## src/sbcc_pkg.sv

```systemverilog
// Shared constants and types for the segment blink and command controller.
// Assumes a single 50 MHz clock and an 8-bit register port with a 6-bit address.
package sbcc_pkg;

    localparam int CLK_HZ = 50_000_000;
    localparam int BASE_HZ = 32_768;
    // Waveform base clock is approximated by an integer divider, so it runs slightly fast.
    localparam int BASE_DIV = CLK_HZ / BASE_HZ;
    localparam int FRAME_BASE_TICKS = 64;
    localparam int BLINK_EXP_BASE = 5;

    localparam int ADDR_W = 6;
    localparam int DATA_W = 8;
    localparam int SEG_BYTES = 8;
    localparam int SEG_BITS = SEG_BYTES * DATA_W;
    localparam int BLINK_CNT_W = 12;

    localparam logic [5:0] ADDR_BLINK_CTRL = 6'h00;
    localparam logic [5:0] ADDR_CMD = 6'h01;
    localparam logic [5:0] ADDR_DISP_CTRL = 6'h02;
    localparam logic [5:0] ADDR_IRQ_STATUS = 6'h03;
    localparam logic [5:0] ADDR_IRQ_CLEAR = 6'h04;
    localparam logic [5:0] ADDR_IRQ_ENABLE = 6'h05;
    localparam logic [2:0] ADDR_SEG_PAGE = 3'h1;

    localparam int BC_BLINK_BIT = 7;
    localparam int BC_SCOPE_BIT = 3;
    localparam int BC_RATE_LSB = 0;
    localparam int CMD_IRQF_BIT = 7;
    localparam int CMD_BANK_BIT = 3;
    localparam int CMD_CLR_BIT = 1;
    localparam int CMD_BLANK_BIT = 0;
    localparam int DC_ENABLE_BIT = 0;
    localparam int EV_FRAME_BIT = 0;
    localparam int EV_CLEAR_BIT = 1;
    localparam int EV_W = 2;

    localparam logic [7:0] BLINK_CTRL_RST = 8'h00;
    localparam logic [7:0] CMD_RST = 8'h00;
    localparam logic [7:0] DISP_CTRL_RST = 8'h00;
    localparam logic [1:0] IRQ_ENABLE_RST = 2'h0;

    typedef struct packed {
        logic blink;
        logic scope;
        logic [2:0] rate;
    } sbcc_blink_cfg_t;

    typedef struct packed {
        logic [5:0] addr;
        logic [7:0] wdata;
        logic wr;
        logic rd;
    } sbcc_bus_req_t;

endpackage

```

## src/sbcc_sticky.sv

```systemverilog
// Bank of sticky flags; a set in the same cycle as a clear wins.
// Assumes set and clr come from logic on the same clock.
`timescale 1ns/1ps
module sbcc_sticky #(
    parameter int W = 1
) (
    input wire logic clk, // System clock.
    input wire logic srst, // Synchronous reset, active high.
    input wire logic [W-1:0] set, // Per-bit set pulses.
    input wire logic [W-1:0] clr, // Per-bit clear pulses.
    output logic [W-1:0] q // Flag state.
);
    always_ff @(posedge clk) begin
        if (srst) begin
            q <= '0;
        end else begin
            q <= (q & ~clr) | set;
        end
    end
endmodule

```

## src/sbcc_tick_div.sv

```systemverilog
// Enable-pulse divider: one-cycle tick every DIV enabled cycles.
// Assumes en comes from logic on the same clock.
`timescale 1ns/1ps
module sbcc_tick_div #(
    parameter int DIV = 2
) (
    input wire logic clk, // System clock.
    input wire logic srst, // Synchronous reset, active high.
    input wire logic en, // Count enable.
    output logic tick // One-cycle pulse every DIV enables.
);
    localparam int CW = $clog2(DIV);
    logic [CW-1:0] cnt_reg;

    always_ff @(posedge clk) begin
        if (srst) begin
            cnt_reg <= '0;
            tick <= 1'b0;
        end else begin
            tick <= 1'b0;
            if (en) begin
                if (cnt_reg == CW'(DIV - 1)) begin
                    cnt_reg <= '0;
                    tick <= 1'b1;
                end else begin
                    cnt_reg <= cnt_reg + 1'b1;
                end
            end
        end
    end
endmodule

```

## src/sbcc_top.sv

```systemverilog
// Blink, command and status control for a multiplexed segment display.
// Assumes a register master on the same clock and a waveform generator fed by seg_drive.
`timescale 1ns/1ps
module sbcc_top (
    input wire logic clk, // 50 MHz system clock.
    input wire logic srst, // Synchronous reset, active high.
    input wire logic [5:0] addr, // Register address.
    input wire logic [7:0] wdata, // Write data.
    input wire logic wr, // Write strobe, one cycle.
    input wire logic rd, // Read strobe, one cycle.
    output logic [7:0] rdata, // Read data, valid the cycle after rd.
    output logic [63:0] seg_drive, // Per-segment on state for the waveform generator.
    output logic frame_pulse, // One-cycle pulse at each frame start.
    output logic irq // Level interrupt.
);
    sbcc_pkg::sbcc_bus_req_t req;
    sbcc_pkg::sbcc_blink_cfg_t blink_cfg_reg;
    logic blank_reg;
    logic bank_reg;
    logic enable_reg;
    logic [1:0] irq_en_reg;
    logic [7:0] on_mem [sbcc_pkg::SEG_BYTES];
    logic [7:0] blen_mem [sbcc_pkg::SEG_BYTES];
    logic [63:0] on_vec;
    logic [63:0] blen_vec;
    logic clr_busy_reg;
    logic clr_bank_reg;
    logic [2:0] clr_idx_reg;
    logic clr_done;
    logic armed_reg;
    logic frame_flag;
    logic [1:0] ev_status;
    logic base_tick;
    logic frame_tick;
    logic blink_active_reg;
    logic phase_off_reg;
    logic [11:0] blink_cnt_reg;
    logic [3:0] phase_idx;
    logic [5:0] frame_cnt_reg;
    logic bc_hit;
    logic cmd_hit;
    logic dc_hit;
    logic ie_hit;
    logic icl_hit;
    logic seg_hit;
    logic flag_clr;
    logic clr_start;

    assign req = '{addr: addr, wdata: wdata, wr: wr, rd: rd};
    assign bc_hit = req.addr == sbcc_pkg::ADDR_BLINK_CTRL;
    assign cmd_hit = req.addr == sbcc_pkg::ADDR_CMD;
    assign dc_hit = req.addr == sbcc_pkg::ADDR_DISP_CTRL;
    assign ie_hit = req.addr == sbcc_pkg::ADDR_IRQ_ENABLE;
    assign icl_hit = req.addr == sbcc_pkg::ADDR_IRQ_CLEAR;
    assign seg_hit = req.addr[5:3] == sbcc_pkg::ADDR_SEG_PAGE;
    assign clr_start = req.wr && cmd_hit && req.wdata[sbcc_pkg::CMD_CLR_BIT] && !clr_busy_reg;
    assign flag_clr = req.wr && cmd_hit && req.wdata[sbcc_pkg::CMD_IRQF_BIT] && armed_reg;
    assign clr_done = clr_busy_reg && (clr_idx_reg == 3'h7);
    assign phase_idx = 4'(sbcc_pkg::BLINK_EXP_BASE - 1) + {1'b0, blink_cfg_reg.rate};

    always_comb begin
        for (int i = 0; i < sbcc_pkg::SEG_BYTES; i++) begin
            on_vec[i*8 +: 8] = on_mem[i];
            blen_vec[i*8 +: 8] = blen_mem[i];
        end
    end

    // Frame timing runs whenever the display is enabled; blank does not gate it.
    sbcc_tick_div #(.DIV(sbcc_pkg::BASE_DIV)) base_div (
        .clk(clk),
        .srst(srst),
        .en(1'b1),
        .tick(base_tick)
    );

    sbcc_tick_div #(.DIV(sbcc_pkg::FRAME_BASE_TICKS)) frame_div (
        .clk(clk),
        .srst(srst),
        .en(base_tick && enable_reg),
        .tick(frame_tick)
    );

    always_ff @(posedge clk) begin
        if (srst) begin
            frame_cnt_reg <= '0;
        end else if (base_tick && enable_reg) begin
            frame_cnt_reg <= frame_cnt_reg + 1'b1;
        end
    end

    // Control registers.
    always_ff @(posedge clk) begin
        if (srst) begin
            blink_cfg_reg <= '{blink: sbcc_pkg::BLINK_CTRL_RST[sbcc_pkg::BC_BLINK_BIT],
                               scope: sbcc_pkg::BLINK_CTRL_RST[sbcc_pkg::BC_SCOPE_BIT],
                               rate: sbcc_pkg::BLINK_CTRL_RST[2:0]};
            blank_reg <= sbcc_pkg::CMD_RST[sbcc_pkg::CMD_BLANK_BIT];
            bank_reg <= sbcc_pkg::CMD_RST[sbcc_pkg::CMD_BANK_BIT];
            enable_reg <= sbcc_pkg::DISP_CTRL_RST[sbcc_pkg::DC_ENABLE_BIT];
            irq_en_reg <= sbcc_pkg::IRQ_ENABLE_RST;
        end else if (req.wr) begin
            if (bc_hit) begin
                blink_cfg_reg.blink <= req.wdata[sbcc_pkg::BC_BLINK_BIT];
                blink_cfg_reg.scope <= req.wdata[sbcc_pkg::BC_SCOPE_BIT];
                blink_cfg_reg.rate <= req.wdata[sbcc_pkg::BC_RATE_LSB +: 3];
            end
            if (cmd_hit) begin
                blank_reg <= req.wdata[sbcc_pkg::CMD_BLANK_BIT];
                bank_reg <= req.wdata[sbcc_pkg::CMD_BANK_BIT];
            end
            if (dc_hit) begin
                enable_reg <= req.wdata[sbcc_pkg::DC_ENABLE_BIT];
            end
            if (ie_hit) begin
                irq_en_reg <= req.wdata[sbcc_pkg::EV_W-1:0];
            end
        end
    end

    // Segment memory: bus writes go to the selected bank; a running clear overrides its byte.
    always_ff @(posedge clk) begin
        if (srst) begin
            for (int i = 0; i < sbcc_pkg::SEG_BYTES; i++) begin
                on_mem[i] <= 8'h00;
                blen_mem[i] <= 8'h00;
            end
        end else begin
            if (req.wr && seg_hit) begin
                if (bank_reg) begin
                    blen_mem[req.addr[2:0]] <= req.wdata;
                end else begin
                    on_mem[req.addr[2:0]] <= req.wdata;
                end
            end
            if (clr_busy_reg) begin
                if (clr_bank_reg) begin
                    blen_mem[clr_idx_reg] <= 8'h00;
                end else begin
                    on_mem[clr_idx_reg] <= 8'h00;
                end
            end
        end
    end

    // Clear walks one byte per cycle, so it finishes eight cycles after the command.
    always_ff @(posedge clk) begin
        if (srst) begin
            clr_busy_reg <= 1'b0;
            clr_bank_reg <= 1'b0;
            clr_idx_reg <= 3'h0;
        end else if (clr_start) begin
            clr_busy_reg <= 1'b1;
            clr_bank_reg <= bank_reg;
            clr_idx_reg <= 3'h0;
        end else if (clr_busy_reg) begin
            clr_idx_reg <= clr_idx_reg + 1'b1;
            if (clr_done) begin
                clr_busy_reg <= 1'b0;
            end
        end
    end

    // The flag clears only on a write of 1 that follows a read showing it set.
    always_ff @(posedge clk) begin
        if (srst) begin
            armed_reg <= 1'b0;
        end else if (req.rd && cmd_hit && frame_flag) begin
            armed_reg <= 1'b1;
        end else if ((req.wr && cmd_hit) || !frame_flag) begin
            armed_reg <= 1'b0;
        end
    end

    sbcc_sticky #(.W(1)) flag_unit (
        .clk(clk),
        .srst(srst),
        .set(frame_tick),
        .clr(flag_clr),
        .q(frame_flag)
    );

    sbcc_sticky #(.W(sbcc_pkg::EV_W)) status_unit (
        .clk(clk),
        .srst(srst),
        .set({clr_done, frame_tick}),
        .clr((req.wr && icl_hit) ? req.wdata[sbcc_pkg::EV_W-1:0] : 2'h0),
        .q(ev_status)
    );

    // Blink state: command and phase only move at frame boundaries.
    always_ff @(posedge clk) begin
        if (srst) begin
            blink_active_reg <= 1'b0;
            phase_off_reg <= 1'b0;
        end else if (frame_tick) begin
            blink_active_reg <= blink_cfg_reg.blink;
            phase_off_reg <= blink_cfg_reg.blink && blink_cnt_reg[phase_idx];
        end
    end

    // Counter bit 4+rate toggles every 2^(4+rate) base ticks, a period of 2^(5+rate).
    always_ff @(posedge clk) begin
        if (srst) begin
            blink_cnt_reg <= '0;
        end else if (!blink_active_reg) begin
            blink_cnt_reg <= '0;
        end else if (base_tick) begin
            blink_cnt_reg <= blink_cnt_reg + 1'b1;
        end
    end

    always_ff @(posedge clk) begin
        if (srst) begin
            seg_drive <= '0;
        end else if (blank_reg || !enable_reg) begin
            seg_drive <= '0;
        end else if (blink_active_reg && phase_off_reg) begin
            if (blink_cfg_reg.scope) begin
                seg_drive <= '0;
            end else begin
                seg_drive <= on_vec & ~blen_vec;
            end
        end else begin
            seg_drive <= on_vec;
        end
    end

    always_ff @(posedge clk) begin
        if (srst) begin
            frame_pulse <= 1'b0;
            irq <= 1'b0;
        end else begin
            frame_pulse <= frame_tick;
            irq <= |(ev_status & irq_en_reg);
        end
    end

    // Read port; unmapped addresses and write-only registers read as zero.
    always_ff @(posedge clk) begin
        if (srst) begin
            rdata <= 8'h00;
        end else if (req.rd) begin
            rdata <= 8'h00;
            if (bc_hit) begin
                rdata[sbcc_pkg::BC_BLINK_BIT] <= blink_cfg_reg.blink;
                rdata[sbcc_pkg::BC_SCOPE_BIT] <= blink_cfg_reg.scope;
                rdata[sbcc_pkg::BC_RATE_LSB +: 3] <= blink_cfg_reg.rate;
            end else if (cmd_hit) begin
                rdata[sbcc_pkg::CMD_IRQF_BIT] <= frame_flag;
                rdata[sbcc_pkg::CMD_BANK_BIT] <= bank_reg;
                rdata[sbcc_pkg::CMD_BLANK_BIT] <= blank_reg;
            end else if (dc_hit) begin
                rdata[sbcc_pkg::DC_ENABLE_BIT] <= enable_reg;
            end else if (req.addr == sbcc_pkg::ADDR_IRQ_STATUS) begin
                rdata[sbcc_pkg::EV_W-1:0] <= ev_status;
            end else if (ie_hit) begin
                rdata[sbcc_pkg::EV_W-1:0] <= irq_en_reg;
            end else if (seg_hit) begin
                rdata <= bank_reg ? blen_mem[req.addr[2:0]] : on_mem[req.addr[2:0]];
            end
        end else begin
            rdata <= 8'h00;
        end
    end

    blink_frame_a: assert property (@(posedge clk) disable iff (srst)
        !frame_tick |=> $stable(blink_active_reg))
        else $error("blink state changed away from a frame boundary");

    scope_all_a: assert property (@(posedge clk) disable iff (srst)
        (blink_active_reg && phase_off_reg && blink_cfg_reg.scope) |=> (seg_drive == '0))
        else $error("segment lit during whole-panel blink off phase");

    scope_seg_a: assert property (@(posedge clk) disable iff (srst)
        (blink_active_reg && phase_off_reg && !blink_cfg_reg.scope && blen_vec[0])
        |=> !seg_drive[0])
        else $error("blink-enabled segment lit during off phase");

    blank_off_a: assert property (@(posedge clk) disable iff (srst)
        blank_reg |=> (seg_drive == '0))
        else $error("segment driven while blanked");

    timing_runs_a: assert property (@(posedge clk) disable iff (srst)
        (blank_reg && enable_reg && base_tick) |=> (frame_cnt_reg != $past(frame_cnt_reg)))
        else $error("frame timing stalled while blanked");

    on_show_a: assert property (@(posedge clk) disable iff (srst)
        (!blank_reg && enable_reg && !blink_active_reg && on_vec[0]) |=> seg_drive[0])
        else $error("on segment not shown");

    clr_read_a: assert property (@(posedge clk) disable iff (srst)
        (req.rd && cmd_hit) |=> !rdata[sbcc_pkg::CMD_CLR_BIT])
        else $error("clear command bit read as one");

    clr_finish_a: assert property (@(posedge clk) disable iff (srst)
        clr_start |=> clr_busy_reg ##[7:8] !clr_busy_reg)
        else $error("bank clear did not finish in eight cycles");

    flag_clear_a: assert property (@(posedge clk) disable iff (srst)
        $fell(frame_flag) |-> $past(armed_reg) && $past(req.wr))
        else $error("frame flag cleared without read then write");

    flag_set_a: assert property (@(posedge clk) disable iff (srst)
        frame_tick |=> frame_flag)
        else $error("frame flag not set at frame start");

    irq_follow_a: assert property (@(posedge clk) disable iff (srst)
        ((ev_status & irq_en_reg) != 2'h0) |=> irq)
        else $error("interrupt low with an enabled event pending");

    steady_show_a: assert property (@(posedge clk) disable iff (srst)
        (!blink_active_reg && !blank_reg && enable_reg) |=> (seg_drive == $past(on_vec)))
        else $error("image changed while blinking is stopped");

    phase_frame_a: assert property (@(posedge clk) disable iff (srst)
        !frame_tick |=> $stable(phase_off_reg))
        else $error("blink phase changed away from a frame boundary");

    clr_hold_a: assert property (@(posedge clk) disable iff (srst)
        (clr_busy_reg && !clr_done)
        |=> (clr_busy_reg && (clr_idx_reg == $past(clr_idx_reg) + 3'h1)))
        else $error("bank clear stopped before its last byte");

    rd_idle_a: assert property (@(posedge clk) disable iff (srst)
        !req.rd |=> (rdata == 8'h00))
        else $error("read data stood longer than one cycle");
endmodule

```

## config.mk

```make
export PLATFORM = sky130hd
export DESIGN_NAME = sbcc_top
export DESIGN_NICKNAME = d
export VERILOG_FILES = /design/src/sbcc_pkg.sv /design/src/sbcc_sticky.sv /design/src/sbcc_tick_div.sv /design/src/sbcc_top.sv
export SDC_FILE = /design/constraint.sdc
export NUM_CORES = 1
export LEC_CHECK = 0
export ABC_AREA = 1
export BUFFER_PORTS_ARGS = -buffer_cell sky130_fd_sc_hd__buf_2
export CORE_MARGIN = 1.5
export CORE_UTILIZATION = 30
export DETAILED_ROUTE_END_ITERATION = 7
export PLACE_DENSITY = 0.49
export SLEW_MARGIN = 20
export SYNTH_ARGS = -nofsm -noshare
export SYNTH_HDL_FRONTEND = slang
export SYNTH_SLANG_ARGS = --single-unit
```

## constraint.sdc

```tcl
create_clock -name clk -period 3.34 [get_ports clk]
set_input_delay 0.668 -clock clk [delete_from_list [all_inputs] [get_ports clk]]
set_output_delay 0.668 -clock clk [all_outputs]
set_load 0.005 [all_outputs]
```

* Word level (Yosys, flattened, before mapping)
Memories as Yosys holds them, arrays and structs flattened.
Index checks and enable logic that the tools add are counted.
** Storage, ports and cells
- Memory bits (writable) :: 128
- Memories kept :: 2
- Flip-flop bits (word level) :: 126
- Bits of input ports :: 18
- Word-level logic and storage cells :: 148
- Output and inout bits :: 74
** Operators by class
- Order comparisons :: 1
- Equal/unequal tests :: 9
- Add/subtract/negate cells :: 5
- Bitwise logic cells :: 13
- Reductions and logical operators :: 36
- Muxes and demuxes :: 57
** Memory list
- blen_mem :: depth 8, width 8, read ports 9, clocked after Yosys merged registers in 0, write ports 8, RTL line sbcc_top.sv:23 : logic [7:0] blen_mem [sbcc_pkg::SEG_BYTES];
- on_mem :: depth 8, width 8, read ports 9, clocked after Yosys merged registers in 0, write ports 8, RTL line sbcc_top.sv:22 : logic [7:0] on_mem [sbcc_pkg::SEG_BYTES];
** Operators with widths (number)
- $mux W64 :: 2
- $and A64 B64 Y64 :: 1
- $not A64 Y64 :: 1
- $mux W8 :: 6
- $reduce_or A8 Y1 :: 5
- $mux W1 :: 35
- $mux W6 :: 3
- $reduce_or A2 Y1 :: 7
- $logic_and A1 B1 Y1 :: 13
- $add A12 B1 Y12 const B :: 1
- $eq A6 B2 Y1 const B :: 2
- $eq A6 B3 Y1 const B :: 2
- $mux W3 :: 4
- $add A11 B1 Y11 const B :: 1
- $eq A11 B11 Y1 const B :: 1
- $mux W2 :: 4
- $reduce_and A2 Y1 :: 4
- $mux W7 :: 1
- $add A6 B1 Y6 const B :: 1
- $eq A6 B1 Y1 const B :: 1
- $eq A6 B6 Y1 const B :: 1
- $logic_not A6 Y1 :: 1
- $lt A4 B5 Y1 const B :: 1
- $not A1 Y1 :: 5
- other kinds (14) :: 18

* Longest topological paths before layout
Gate-level depths: netlist (run 1).
An unclocked memory read counts as a cell.
- Word-level depth :: 8
- Gate-level depth with buffers :: 12
- Gate-level depth less buffers :: 11

* By module
A second synthesis (run 1) with hierarchy kept.
** Second synthesis, totals
- Cell total of the unflattened synthesis :: 1516
- Area total of the unflattened synthesis :: 10874.2 sq um
** Modules (own cells, without submodules)
- sbcc_top :: sequential area each 4644.5 sq um, area each 9833.2 sq um, instances 1, cells each 1375
- sbcc_tick_div (base_div) :: sequential area each 240.2 sq um, area each 609.3 sq um, instances 1, cells each 80
- sbcc_tick_div (frame_div) :: sequential area each 140.1 sq um, area each 319.1 sq um, instances 1, cells each 46
- sbcc_sticky (status_unit) :: sequential area each 40.0 sq um, area each 72.6 sq um, instances 1, cells each 10
- sbcc_sticky (flag_unit) :: sequential area each 20.0 sq um, area each 40.0 sq um, instances 1, cells each 5

* Worst setup path before layout (run 1)
OpenSTA, ideal clock, no wires.
- Path kind :: in2reg
- Start :: in addr[5]
- End :: mem on_mem[5][7]
- Arrival time :: 1.954 ns
- Stages on the path :: 8
- Path slack :: 1.255 ns
- Buffers on the path :: 0
- Path through :: nor2_1 nand2_1 nor4_4 nand2_2 nand2_2 o22ai_1 inv_1 nor2_1
** RTL lines
- start, declared :: RTL line sbcc_top.sv:7 : input wire logic [5:0] addr,
- end, declared :: RTL line sbcc_top.sv:22

* Worst setup path in the final report (run 1)
- Start :: in addr[2]
- End :: reg blink_cfg_reg[3] (netlist bit)
** Between the ends
- Word-level cells in the longest chain between the ends :: 2
** RTL lines
- $logic_not A6 Y1 :: RTL line sbcc_top.sv:50 : assign bc_hit = req.addr == sbcc_pkg::ADDR_BLINK_CTRL;
- $reduce_and A2 Y1 (no source line)
- end signal, assigned :: RTL line sbcc_top.sv:94 : blink_cfg_reg <= '{blink: sbcc_pkg::BLINK_CTRL_RST[sbcc_pkg::BC_BLINK_BIT],
- end, declared :: RTL line sbcc_top.sv:17 : sbcc_pkg::sbcc_blink_cfg_t blink_cfg_reg;
Every way passes these cells.
A chain may end at the register's enable or synchronous reset.

==> results.json, run 1 <==
{
  "area_growth_pct": 19.9,
  "postRouteAntennaNets": 0,
  "worstPathMaxFanout": 13,
  "cts_tree": "yes",
  "clockBufferDepth": 3,
  "relSlewSlack_pct": 34.1,
  "ios": 92,
  "syn_nets": 1493,
  "synth_seq_area_share_pct": 47.4,
  "critical_path.top_delay_family": "simple AND/OR/NAND/NOR gates",
  "post_cts_buffers": 0,
  "slowest_delay_ns": 0.42,
  "met1_usage_pct": 27.7,
  "dr.first_iter.drc_count": 829,
  "ctsHtreeMaxLevel": 1,
  "grt_pass1_wl_mm": 56.0,
  "wirelength_mm": 36.8,
  "hpwl_mm": 26.0,
  "die_area_um2": 36900,
  "grt_overflow": 0,
  "min_to": "irq_en_reg[1]",
  "drive_gt1_share_pct": 13.7,
  "top_regs": "blen_mem: 64 flops, on_mem: 64 flops, seg_drive: 64 flops",
  "outcome": "finished clean",
  "final_cell_mix": "inv_1 (309), dfxtp_1 (254), nor2_1 (204), o22ai_1 (145), nand2_1 (128)",
  "globalplace.congestion": 0.896,
  "endpoint_kind": "flop",
  "rows": 69,
  "crit_arrival_ns": 2.58,
  "reg2reg_slack_ns": 1.30,
  "grt_start_max_net_pins": 65,
  "post-route-drc-count": 0,
  "cts_root_buffer": "clkbuf_16",
  "path_clk_slew_ns": 0.06,
  "fmax_mhz": 473,
  "syn_avg_cell_area_um2": 7.30,
  "cp_slowest_cell": "nor2_1",
  "core_um2": 35400,
  "slew_viol_final": 0,
  "powerDensity_nw_per_um2": 508,
  "yosysUniqueCellTypes": 29,
  "cts_buffers": 29,
  "period_share_pct": 63.3,
  "min_from": "wdata[1]",
  "grt_setup_unrepaired": "no",
  "synth_edf_count": 0,
  "cp_num_buf_inv": 3,
  "setup_tns_ns": 0,
  "fillerInstances": 3778,
  "antenna_found_initial": 2,
  "synthCells": 1469,
  "grt_usage_pct": 19.9,
  "cts_resized": 0,
  "setup_viol": 0,
  "r2r_end": "blen_mem[0][5]",
  "worstSetupPathType": "input port to flop",
  "wire_per_inst_um": 17.9,
  "ys_warn_count": 0,
  "grt_busiest_layer": "met2",
  "io_buffers": 91,
  "worst_r2r_path_depth": 10,
  "power.leakage_uw": 0.00490,
  "synthArstFlopShare_pct": 0,
  "dr_total_vias": 10100,
  "synth_ff_type": "dfxtp_1",
  "r2r_start": "bank_reg",
  "hold_class": "input port to flop",
  "fin_skew_ns": 0.0125,
  "maxCapViolCount": 0,
  "holdPathStages": 3,
  "final_util_pct": 36.3,
  "ys_ff_latch": 254,
  "clk_latency_ns": 0.55,
  "fin_crit_ns": 2.11,
  "synth_top_area_cell": "dfxtp_1",
  "layout_commonest_cell": "inv_1",
  "cp.required_ns": 3.81,
  "grtUsageMet2_pct": 31.8,
  "synthTopCellsByArea": "dfxtp_1 (47%), inv_1 (11%), o22ai_1 (8.5%)",
  "synth_top_area_share_pct": 47.4,
  "initial_utilization_pct": 30.3,
  "die_h_um": 192,
  "grt_pass1_vias": 9480,
  "use_met3_pct": 3.20,
  "die_w_um": 192,
  "syn_area_um2": 10700,
  "first_pass_iters": 5,
  "clkSinkCount": 254,
  "holdBufCountCts": 0,
  "num-nets-final": 1602,
  "drt-vias-per-instance": 4.90,
  "tightest_slew_ns": 0.987,
  "peakVddDrop_mv": 0.387,
  "crit_path_start_kind": "input port",
  "critical_path.cell_chain": "buf_2 -> inv_1 -> nand3_1 -> nor2_1 -> inv_1 -> nor2_1 -> o21ai_0 -> a21oi_1",
  "hold_violations": 0
}
-- metal layers --
layer  vias to the layer above  part of all wire, %  wire length (um)
li1                       5017                    -                 -
met1                      4714                   47             17200
met2                       323                   45             16600
met3                        60                  5.9              2160
met4                         0                  2.5               917
met5                         -                    0                 0
-- through the flow --
step / std cells / hold slack [ns] / cell area (um2) / worst slack [ns] / total power, uW
detailed placement: 2008 / 0.449 / 11900 / 0.754 / 3340
CTS: 2061 / 0.426 / 12900 / 1.32 / 6590
floorplan: 1469 / 0.430 / 10700 / 1.26 / 3240
global placement: 2008 / 0.446 / 11900 / 0.822 / 3340
finish: 2062 / 0.433 / 12900 / 1.23 / 6540
global route: 2061 / 0.440 / 12900 / 0.989 / 6740
-- power by group --
| group | switching, uW | internal, uW |
|---|---|---|
| Sequential | 5.81 | 3040 |
| Combinational | 180 | 53.2 |
| Clock | 1290 | 1970 |
-- cells in the mapped netlist (2+ instances only) --
library cell  instances
a22oi_1              10
xor2_1                5
o31ai_1               2
nand4_1              10
o22ai_1             145
buf_1                 2
dfxtp_1             254
nor4_1                2
nand2_2              32
nand3_1              44
nor2_1              204
clkbuf_1             47
a31oi_1               4
ha_1                  6
inv_1               309
o2111ai_1            11
nor4_4                2
nor3_1               81
nor3b_1               4
o21ai_0              40
or2_2                 2
a21oi_1             112
inv_2                 2
nand2_1             129
clkinv_1              6
-- kinds of logic (layout without fill, tap and decap cells) --
| logic type | Yosys count | after routing | share of synthesized area (%) |
|---|---|---|---|
| AOI/OAI and AO/OA | 326 | 326 | 17.7 |
| adders and majority gates | 6 | 6 | 0.700 |
| buffers and inverters | 367 | 498 | 12.9 |
| and+or+nand+nor | 511 | 511 | 20.9 |
| DFF | 254 | 254 | 47.4 |
| xor gates and xnor gates | 5 | 5 | 0.408 |
| other | 0 | 1 | 0 |
-- final cells by class --
| type | instances | area [um2] | share of cell area (%) |
|---|---|---|---|
| Timing Repair Buffer | 128 | 746 | 5.80 |
| Antenna cell | 1 | 2.50 | 0.0195 |
| Clock buffer | 38 | 830 | 6.45 |
| Multi-Input combinational cell | 848 | 4270 | 33.2 |
| Inverter | 317 | 1190 | 9.25 |
| Clock inverter | 15 | 159 | 1.24 |
| Tap cell | 461 | 577 | 4.49 |
| Sequential cell | 254 | 5080 | 39.5 |
-- worst min-delay path, stage by stage --
cell     delay [ns]
buf_2          0.13
nand3_1        0.08
a21oi_1        0.06
-- worst max path at each step --
| stage | startpoint | end | slack (ns) | cells after the start |
|---|---|---|---|---|
| 4_1_cts | addr[2] | blink_cfg_reg[3] | 1.32 | 8 |
| 6_report | addr[2] | blink_cfg_reg[3] | 1.23 | 8 |
| 2_1_floorplan | addr[5] | on_mem[5][7] | 1.26 | 8 |
| 3_5_place_dp | addr[2] | blink_cfg_reg[3] | 0.75 | 8 |
| 3_3_place_gp | addr[5] | blen_mem[0][6] | 0.82 | 11 |
| 5_1_grt | addr[2] | blink_cfg_reg[4] | 0.99 | 8 |
No activity file was read; power rests on OpenSTA's default activity.
==> run 2, diff against run 1 <==
--- a/config.mk
+++ b/config.mk
@@ -10,7 +10,7 @@
 export CORE_MARGIN = 1.5
 export CORE_UTILIZATION = 30
 export DETAILED_ROUTE_END_ITERATION = 7
-export PLACE_DENSITY = 0.49
+export PLACE_DENSITY = 0.5
 export SLEW_MARGIN = 20
 export SYNTH_ARGS = -nofsm -noshare
 export SYNTH_HDL_FRONTEND = slang
==> constraint.sdc (replaced) <==
create_clock -name clk -period 1.7 [get_ports clk]
set_input_delay 0.34 -clock clk [delete_from_list [all_inputs] [get_ports clk]]
set_output_delay 0.34 -clock clk [all_outputs]
set_load 0.005 [all_outputs]
==> run 2 against run 1 <==
  * Final cell count grew 4.2%
  * Clock power rose by 100%
  * Worst hold slack got worse by 0.33 ns
  * Global-route usage increased by 0.61 points
  * Critical path type is now flop to flop
  * Sequential share of layout area down 2.5 points
  * Via count up 2.4%
  * Highest routed layer unchanged
  * Non-clock buffer count is 87 higher
  * Critical path depth decreased by 1
  * Flip-flop and latch count stayed put
  * First-iteration DRC count is 3.6% lower
  * Core utilization increased by 2.5 points
  * Clock skew rose by 0.0093 ns
==> results.json, run 2 (synthesis gave the netlist of run 1 again) <==
{
  "initial_utilization_pct": 30.3,
  "p_switching_uw": 2860,
  "diodes": 0,
  "cts_tree": "yes",
  "grt_usage_pct": 20.5,
  "fillerInstances": 3694,
  "wire_per_inst_um": 17.7,
  "postRouteAntennaNets": 0,
  "num-nets-final": 1690,
  "place_ws_ns": -0.203,
  "worstSetupPathType": "flop to flop",
  "wirelength_mm": 37.9,
  "netSwitchingFraction_pct": 21.8,
  "clkSinkCount": 254,
  "grt_overflow": 0,
  "post-route-drc-count": 0,
  "clockBufferDepth": 3,
  "antenna_found_initial": 0,
  "grt_start_max_net_pins": 65,
  "holdBufCountCts": 0,
  "critical_path.cell_chain": "ha_1 -> nand4_1 -> inv_1 -> nand4_1 -> or2_2 -> o21ai_0 -> a21oi_1",
  "first_pass_iters": 8,
  "top_regs": "blen_mem: 64 flops, on_mem: 64 flops, seg_drive: 64 flops",
  "crit_path_start_kind": "flop",
  "worst_slack_ns": 0.189,
  "dr_total_vias": 10400,
  "p_comb_share_pct": 4.2,
  "grt_pass1_vias": 9729,
  "p_clk_share_pct": 50.2,
  "power.leakage_uw": 0.00541,
  "die_h_um": 192,
  "clk_latency_ns": 0.57,
  "crit_top_cell": "nand4_1",
  "final_cell_mix": "inv_1 (309), dfxtp_1 (253), nor2_1 (202), o22ai_1 (145), nand2_1 (126)",
  "hold_class": "input port to flop",
  "ctsHtreeMaxLevel": 1,
  "globalplace.congestion": 0.970,
  "grt_setup_unrepaired": "no",
  "slew_viol_final": 0,
  "area_growth_pct": 28.2,
  "drive_gt1_share_pct": 18.2,
  "cp_slowest_cell": "dfxtp_1",
  "r2r_end": "blink_cnt_reg[10]",
  "tightest_slew_ns": 0.385,
  "hpwl_mm": 27.2,
  "cp_num_buf_inv": 1,
  "outcome": "finished clean",
  "crit_arrival_ns": 1.95,
  "maxCapViolCount": 0,
  "hold_violations": 0,
  "slowest_delay_ns": 0.37,
  "cts_root_buffer": "clkbuf_16",
  "grt_pass1_wl_mm": 57.7,
  "seq_power_share_pct": 45.6,
  "critPathLaunch": "blink_cnt_reg[1]",
  "worstPathMaxFanout": 4,
  "min_from": "wdata[1]",
  "multi_input_area_um2": 4350,
  "powerDensity_nw_per_um2": 955,
  "min_to": "irq_en_reg[1]",
  "path_clk_slew_ns": 0.06,
  "ios": 92,
  "p_int_uw": 10300,
  "cts_buffers": 30,
  "core_um2": 35400,
  "holdPathStages": 3,
  "setup_viol": 0,
  "critical_path.top_delay_family": "simple AND/OR/NAND/NOR gates",
  "drt-vias-per-instance": 4.82,
  "dr.first_iter.drc_count": 799,
  "hold_ws_ns": 0.103,
  "fin_skew_ns": 0.0218,
  "reg2reg_slack_ns": 0.19,
  "period_share_pct": 88.9,
  "rows": 69,
  "relSlewSlack_pct": 74.4,
  "endpoint_kind": "flop",
  "worst_r2r_path_depth": 7,
  "fmax_mhz": 662,
  "die_w_um": 192,
  "layout_commonest_cell": "inv_1",
  "peakVddDrop_mv": 0.760,
  "die_area_um2": 36900,
  "regArea_um2": 5090,
  "cp.required_ns": 2.14,
  "fin_crit_ns": 1.51,
  "io_buffers": 91,
  "r2r_start": "blink_cnt_reg[1]"
}
==> run 2: changes by cell type in the layout (fill, tap and decap cells not counted), sizes merged <==
cell and delta:
clkbuf +10, clkinv -8, diode -1, clkinvlp -2
buf +87
==> run 2: what timing repair did <==
item	in CTS	in global routing
buffers inserted	0	0
setup endpoints to repair	0	6
resized for setup	0	6
endpoints found under the hold margin	0	0
==> run 2: power groups by stage <==
stage	Combinational [uW]	Sequential [uW]	Clock, uW
2_1_floorplan	274	6110	0
3_3_place_gp	544	6110	0
3_5_place_dp	544	6110	0
4_1_cts	546	5980	6760
5_1_grt	592	5980	6980
6_report	551	5980	6590
==> run 2: metrics by stage <==
stage | TNS, ns | util (%) | cell area (um2) | power, uW | std cells
after floorplan | -2.39 | - | 10800 | 6380 | 1469
after global placement | -11.37 | 35.9 | 12700 | 6660 | 2095
after detailed placement | -12.23 | 35.9 | 12700 | 6660 | 2095
after CTS | 0 | 38.8 | 13700 | 13300 | 2148
after global routing | 0 | 38.8 | 13700 | 13600 | 2148
final | 0 | 38.8 | 13700 | 13100 | 2148
==> run 2: worst max path at each step <==
stage	slack (ns)	cells past startpoint	end
6_report	0.19	7	blink_cnt_reg[10]
5_1_grt	0.006	7	blink_cnt_reg[10]
4_1_cts	0.05	7	blink_cnt_reg[11]
3_5_place_dp	-0.20	11	rdata[6]
3_3_place_gp	-0.19	11	rdata[5]
2_1_floorplan	-0.05	8	blen_mem[3][2]
==> run 2: layout make-up <==
| type | instances | share of cell area, % |
|---|---|---|
| Multi-Input combinational cell | 848 | 31.6 |
| Inverter | 317 | 8.66 |
| Timing Repair Buffer | 215 | 11.1 |
| Tap cell | 461 | 4.20 |
| Clock buffer | 48 | 6.69 |
| Sequential cell | 254 | 37.0 |
| Clock inverter | 5 | 0.728 |
==> run 2: routing by layer <==
layer	global-route usage (%)	up-vias	routed length, um
met5	0	-	0
met4	6.74	0	1170
met3	2.32	62	2250
met2	33.3	345	17200
met1	28.3	4767	17300
li1	-	5187	-
==> run 2: worst register-to-register path, cell delays in order, from the launching register on <==
cell     delay [ns]
dfxtp_1        0.37
ha_1           0.21
nand4_1        0.11
inv_1          0.08
nand4_1        0.12
or2_2          0.31
o21ai_0        0.15
a21oi_1        0.05
==> run 3, diff against run 2 <==
--- a/config.mk
+++ b/config.mk
@@ -5,7 +5,7 @@
 export SDC_FILE = /design/constraint.sdc
 export NUM_CORES = 1
 export LEC_CHECK = 0
-export ABC_AREA = 1
+export ABC_AREA = 0
 export BUFFER_PORTS_ARGS = -buffer_cell sky130_fd_sc_hd__buf_2
 export CORE_MARGIN = 1.5
 export CORE_UTILIZATION = 30
==> run 3 against run 2 <==
  * The run now ends with negative setup slack left
  * Via count shrank 10%
  * Register-to-register slack lost 0.25 ns
  * Sequential power is essentially flat
  * Core utilization grew 0.67 points
  * Global-route usage shrank 1.4 points
  * Synthesized cell count shrank 20%
  * Worst hold slack lost 0.022 ns
  * Area after synthesis grew 5.3%
  * Final cell count shrank 14%
  * Critical path depth shrank 2
  * Critical endpoint is now on_mem[3][5]
  * Highest routed layer unchanged
==> results.json, run 3 <==
{
  "outcome": "finished, violations left",
  "violations": "negative setup slack",
  "hold_class": "input port to flop",
  "p_int_uw": 10400,
  "setup_viol": 35,
  "synth_top_area_share_pct": 45.0,
  "num-nets-final": 1354,
  "worstSetupPathType": "flop to flop",
  "globalplace.congestion": 0.857,
  "grt_overflow": 0,
  "tightest_slew_ns": 0.600,
  "die_h_um": 197,
  "grt_busiest_layer": "met2",
  "place_ws_ns": -0.318,
  "use_met3_pct": 3.19,
  "ctsHtreeMaxLevel": 1,
  "maxCapViolCount": 0,
  "dr_total_vias": 9307,
  "p_clk_share_pct": 51.8,
  "met1_usage_pct": 26.1,
  "slew_viol_final": 0,
  "die_area_um2": 38800,
  "power.leakage_uw": 0.00616,
  "synth_ff_type": "dfxtp_1",
  "diodes": 0,
  "placed_cell_area_um2": 13200,
  "min_from": "srst",
  "hpwl_mm": 26.4,
  "first_pass_iters": 5,
  "layout_commonest_cell": "dfxtp_1",
  "clkSinkCount": 254,
  "syn_nets": 1194,
  "grt_pass1_wl_mm": 56.4,
  "powerDensity_nw_per_um2": 930,
  "synth_edf_count": 0,
  "seq_power_share_pct": 44.2,
  "dr.first_iter.drc_count": 656,
  "final_cell_mix": "dfxtp_1 (252), nor2_1 (147), mux2i_1 (112), nor2b_1 (95), buf_2 (90)",
  "path_clk_slew_ns": 0.06,
  "p_switching_uw": 3120,
  "io_buffers": 91,
  "fmax_mhz": 569,
  "cts_buffers": 30,
  "fin_crit_ns": 1.76,
  "area_growth_pct": 29.0,
  "synthTopCellsByCount": "dfxtp_1 (254), nor2_1 (147), mux2i_1 (113)",
  "hold_violations": 0,
  "antenna_found_initial": 0,
  "synth_most_common_cell": "dfxtp_1",
  "synth_top_area_cell": "dfxtp_1",
  "grt_setup_unrepaired": "yes",
  "design_area_um2": 14600,
  "p_comb_share_pct": 4.1,
  "r2r_start": "bank_reg",
  "synthTopCellsByArea": "dfxtp_1 (45%), mux2i_1 (10%), mux4_2 (7.0%)",
  "cp.required_ns": 2.15,
  "cp_slowest_cell": "or4b_4",
  "top_regs": "blen_mem: 64 flops, on_mem: 64 flops, seg_drive: 64 flops",
  "clk_latency_ns": 0.59,
  "period_share_pct": 103,
  "wirelength_mm": 37.5,
  "grt_start_max_net_pins": 77,
  "syn_area_um2": 11300,
  "yosysUniqueCellTypes": 54,
  "holdBufCountCts": 0,
  "cts_root_buffer": "clkbuf_16",
  "netSwitchingFraction_pct": 23.1,
  "crit_path_start_kind": "flop",
  "ys_warn_count": 0,
  "crit_arrival_ns": 2.21,
  "drt-vias-per-instance": 5.01,
  "worstPathMaxFanout": 8,
  "rows": 70,
  "cts_tree": "yes",
  "grtUsageMet2_pct": 31.2,
  "postRouteAntennaNets": 0,
  "critical_path.cell_chain": "buf_4 -> or4b_4 -> or3_4 -> nand3b_1 -> a21oi_1",
  "synthArstFlopShare_pct": 0,
  "die_w_um": 197,
  "wire_per_inst_um": 20.2,
  "core_um2": 36900,
  "syn_avg_cell_area_um2": 9.65,
  "critPathLaunch": "bank_reg",
  "grt_usage_pct": 19.2,
  "worst_slack_ns": -0.0576,
  "synthCells": 1170,
  "synth_seq_area_share_pct": 45.0,
  "initial_utilization_pct": 30.6,
  "endpoint_kind": "flop",
  "clockBufferDepth": 3,
  "fin_skew_ns": 0.0362,
  "post-route-drc-count": 0,
  "relSlewSlack_pct": 60.0,
  "ios": 92,
  "grt_pass1_vias": 9037,
  "peakVddDrop_mv": 0.776,
  "ys_ff_latch": 254,
  "drive_gt1_share_pct": 27.0,
  "slowest_delay_ns": 0.57
}
run 3: metrics by stage:
stage | std cells | hold WS, ns | utilization (%) | setup TNS, ns | total power [uW]
global placement | 1797 | 0.439 | 35.8 | -30.26 | 6640
detailed placement | 1797 | 0.451 | 35.8 | -30.86 | 6640
CTS | 1856 | 0.0663 | 39.0 | -1.45 | 13700
finish | 1858 | 0.0810 | 39.5 | -0.941 | 13500
floorplan | 1170 | 0.432 | - | -15.39 | 6410
global route | 1858 | 0.0619 | 39.5 | -4.49 | 14000
run 3: worst paths after layout:
path | end | slack, ns | cells after the start
worst max-delay path | on_mem[3][5] | -0.06 | 5
worst min-delay path | status_unit.q[1] | 0.08 | 3
worst max register to register | on_mem[3][5] | -0.06 | 5
worst min register to register | phase_off_reg | 0.46 | 2
run 3: timing repair:
item	in CTS	in global routing
pin swaps	7	32
cloned	1	0
hold endpoints to repair	0	0
resized for setup	9	44
endpoints found under the setup margin	83	93
setup buffers	2	2
run 3: metal layers:
| metal | wire length [um] | vias to the layer above |
|---|---|---|
| met2 | 17300 | 293 |
| met4 | 1110 | 0 |
| li1 | - | 4408 |
| met1 | 17000 | 4553 |
| met5 | 0 | - |
| met3 | 2100 | 53 |
run 3: power by group through the flow:
stage	Sequential (uW)	Combinational, uW	Clock (uW)
after floorplan	6110	302	0
after global placement	6110	527	0
after detailed placement	6110	527	0
after CTS	5980	535	7170
after global routing	5980	586	7420
final	5980	552	7010
run 3: cells by family after synthesis:
logic type               share of synthesized area, %
adder cells (fa/ha/maj)                         0.665
multiplexers                                     17.8
XOR/XNOR                                         1.78
flip-flops                                       45.0
AND/OR/NAND/NOR                                  24.9
buffers and inverters                            3.46
AO/OA/AOI/OAI                                    6.39
run 3: final cells by class:
class	instances	area, um2
fill	3682	22300
clock buffer	35	820
clock inverter	21	282
timing repair buffer	211	1690
multi-input combinational	826	6020
sequential	254	5090
tap	504	631
inverter	7	26.3
run 3: critical path, delay by kind of cell (launching register included):
kind            cells  cell delay, ns
flops               1            0.36
simple gates        3            1.09
buf+inv             1            0.13
compound gates      1            0.06
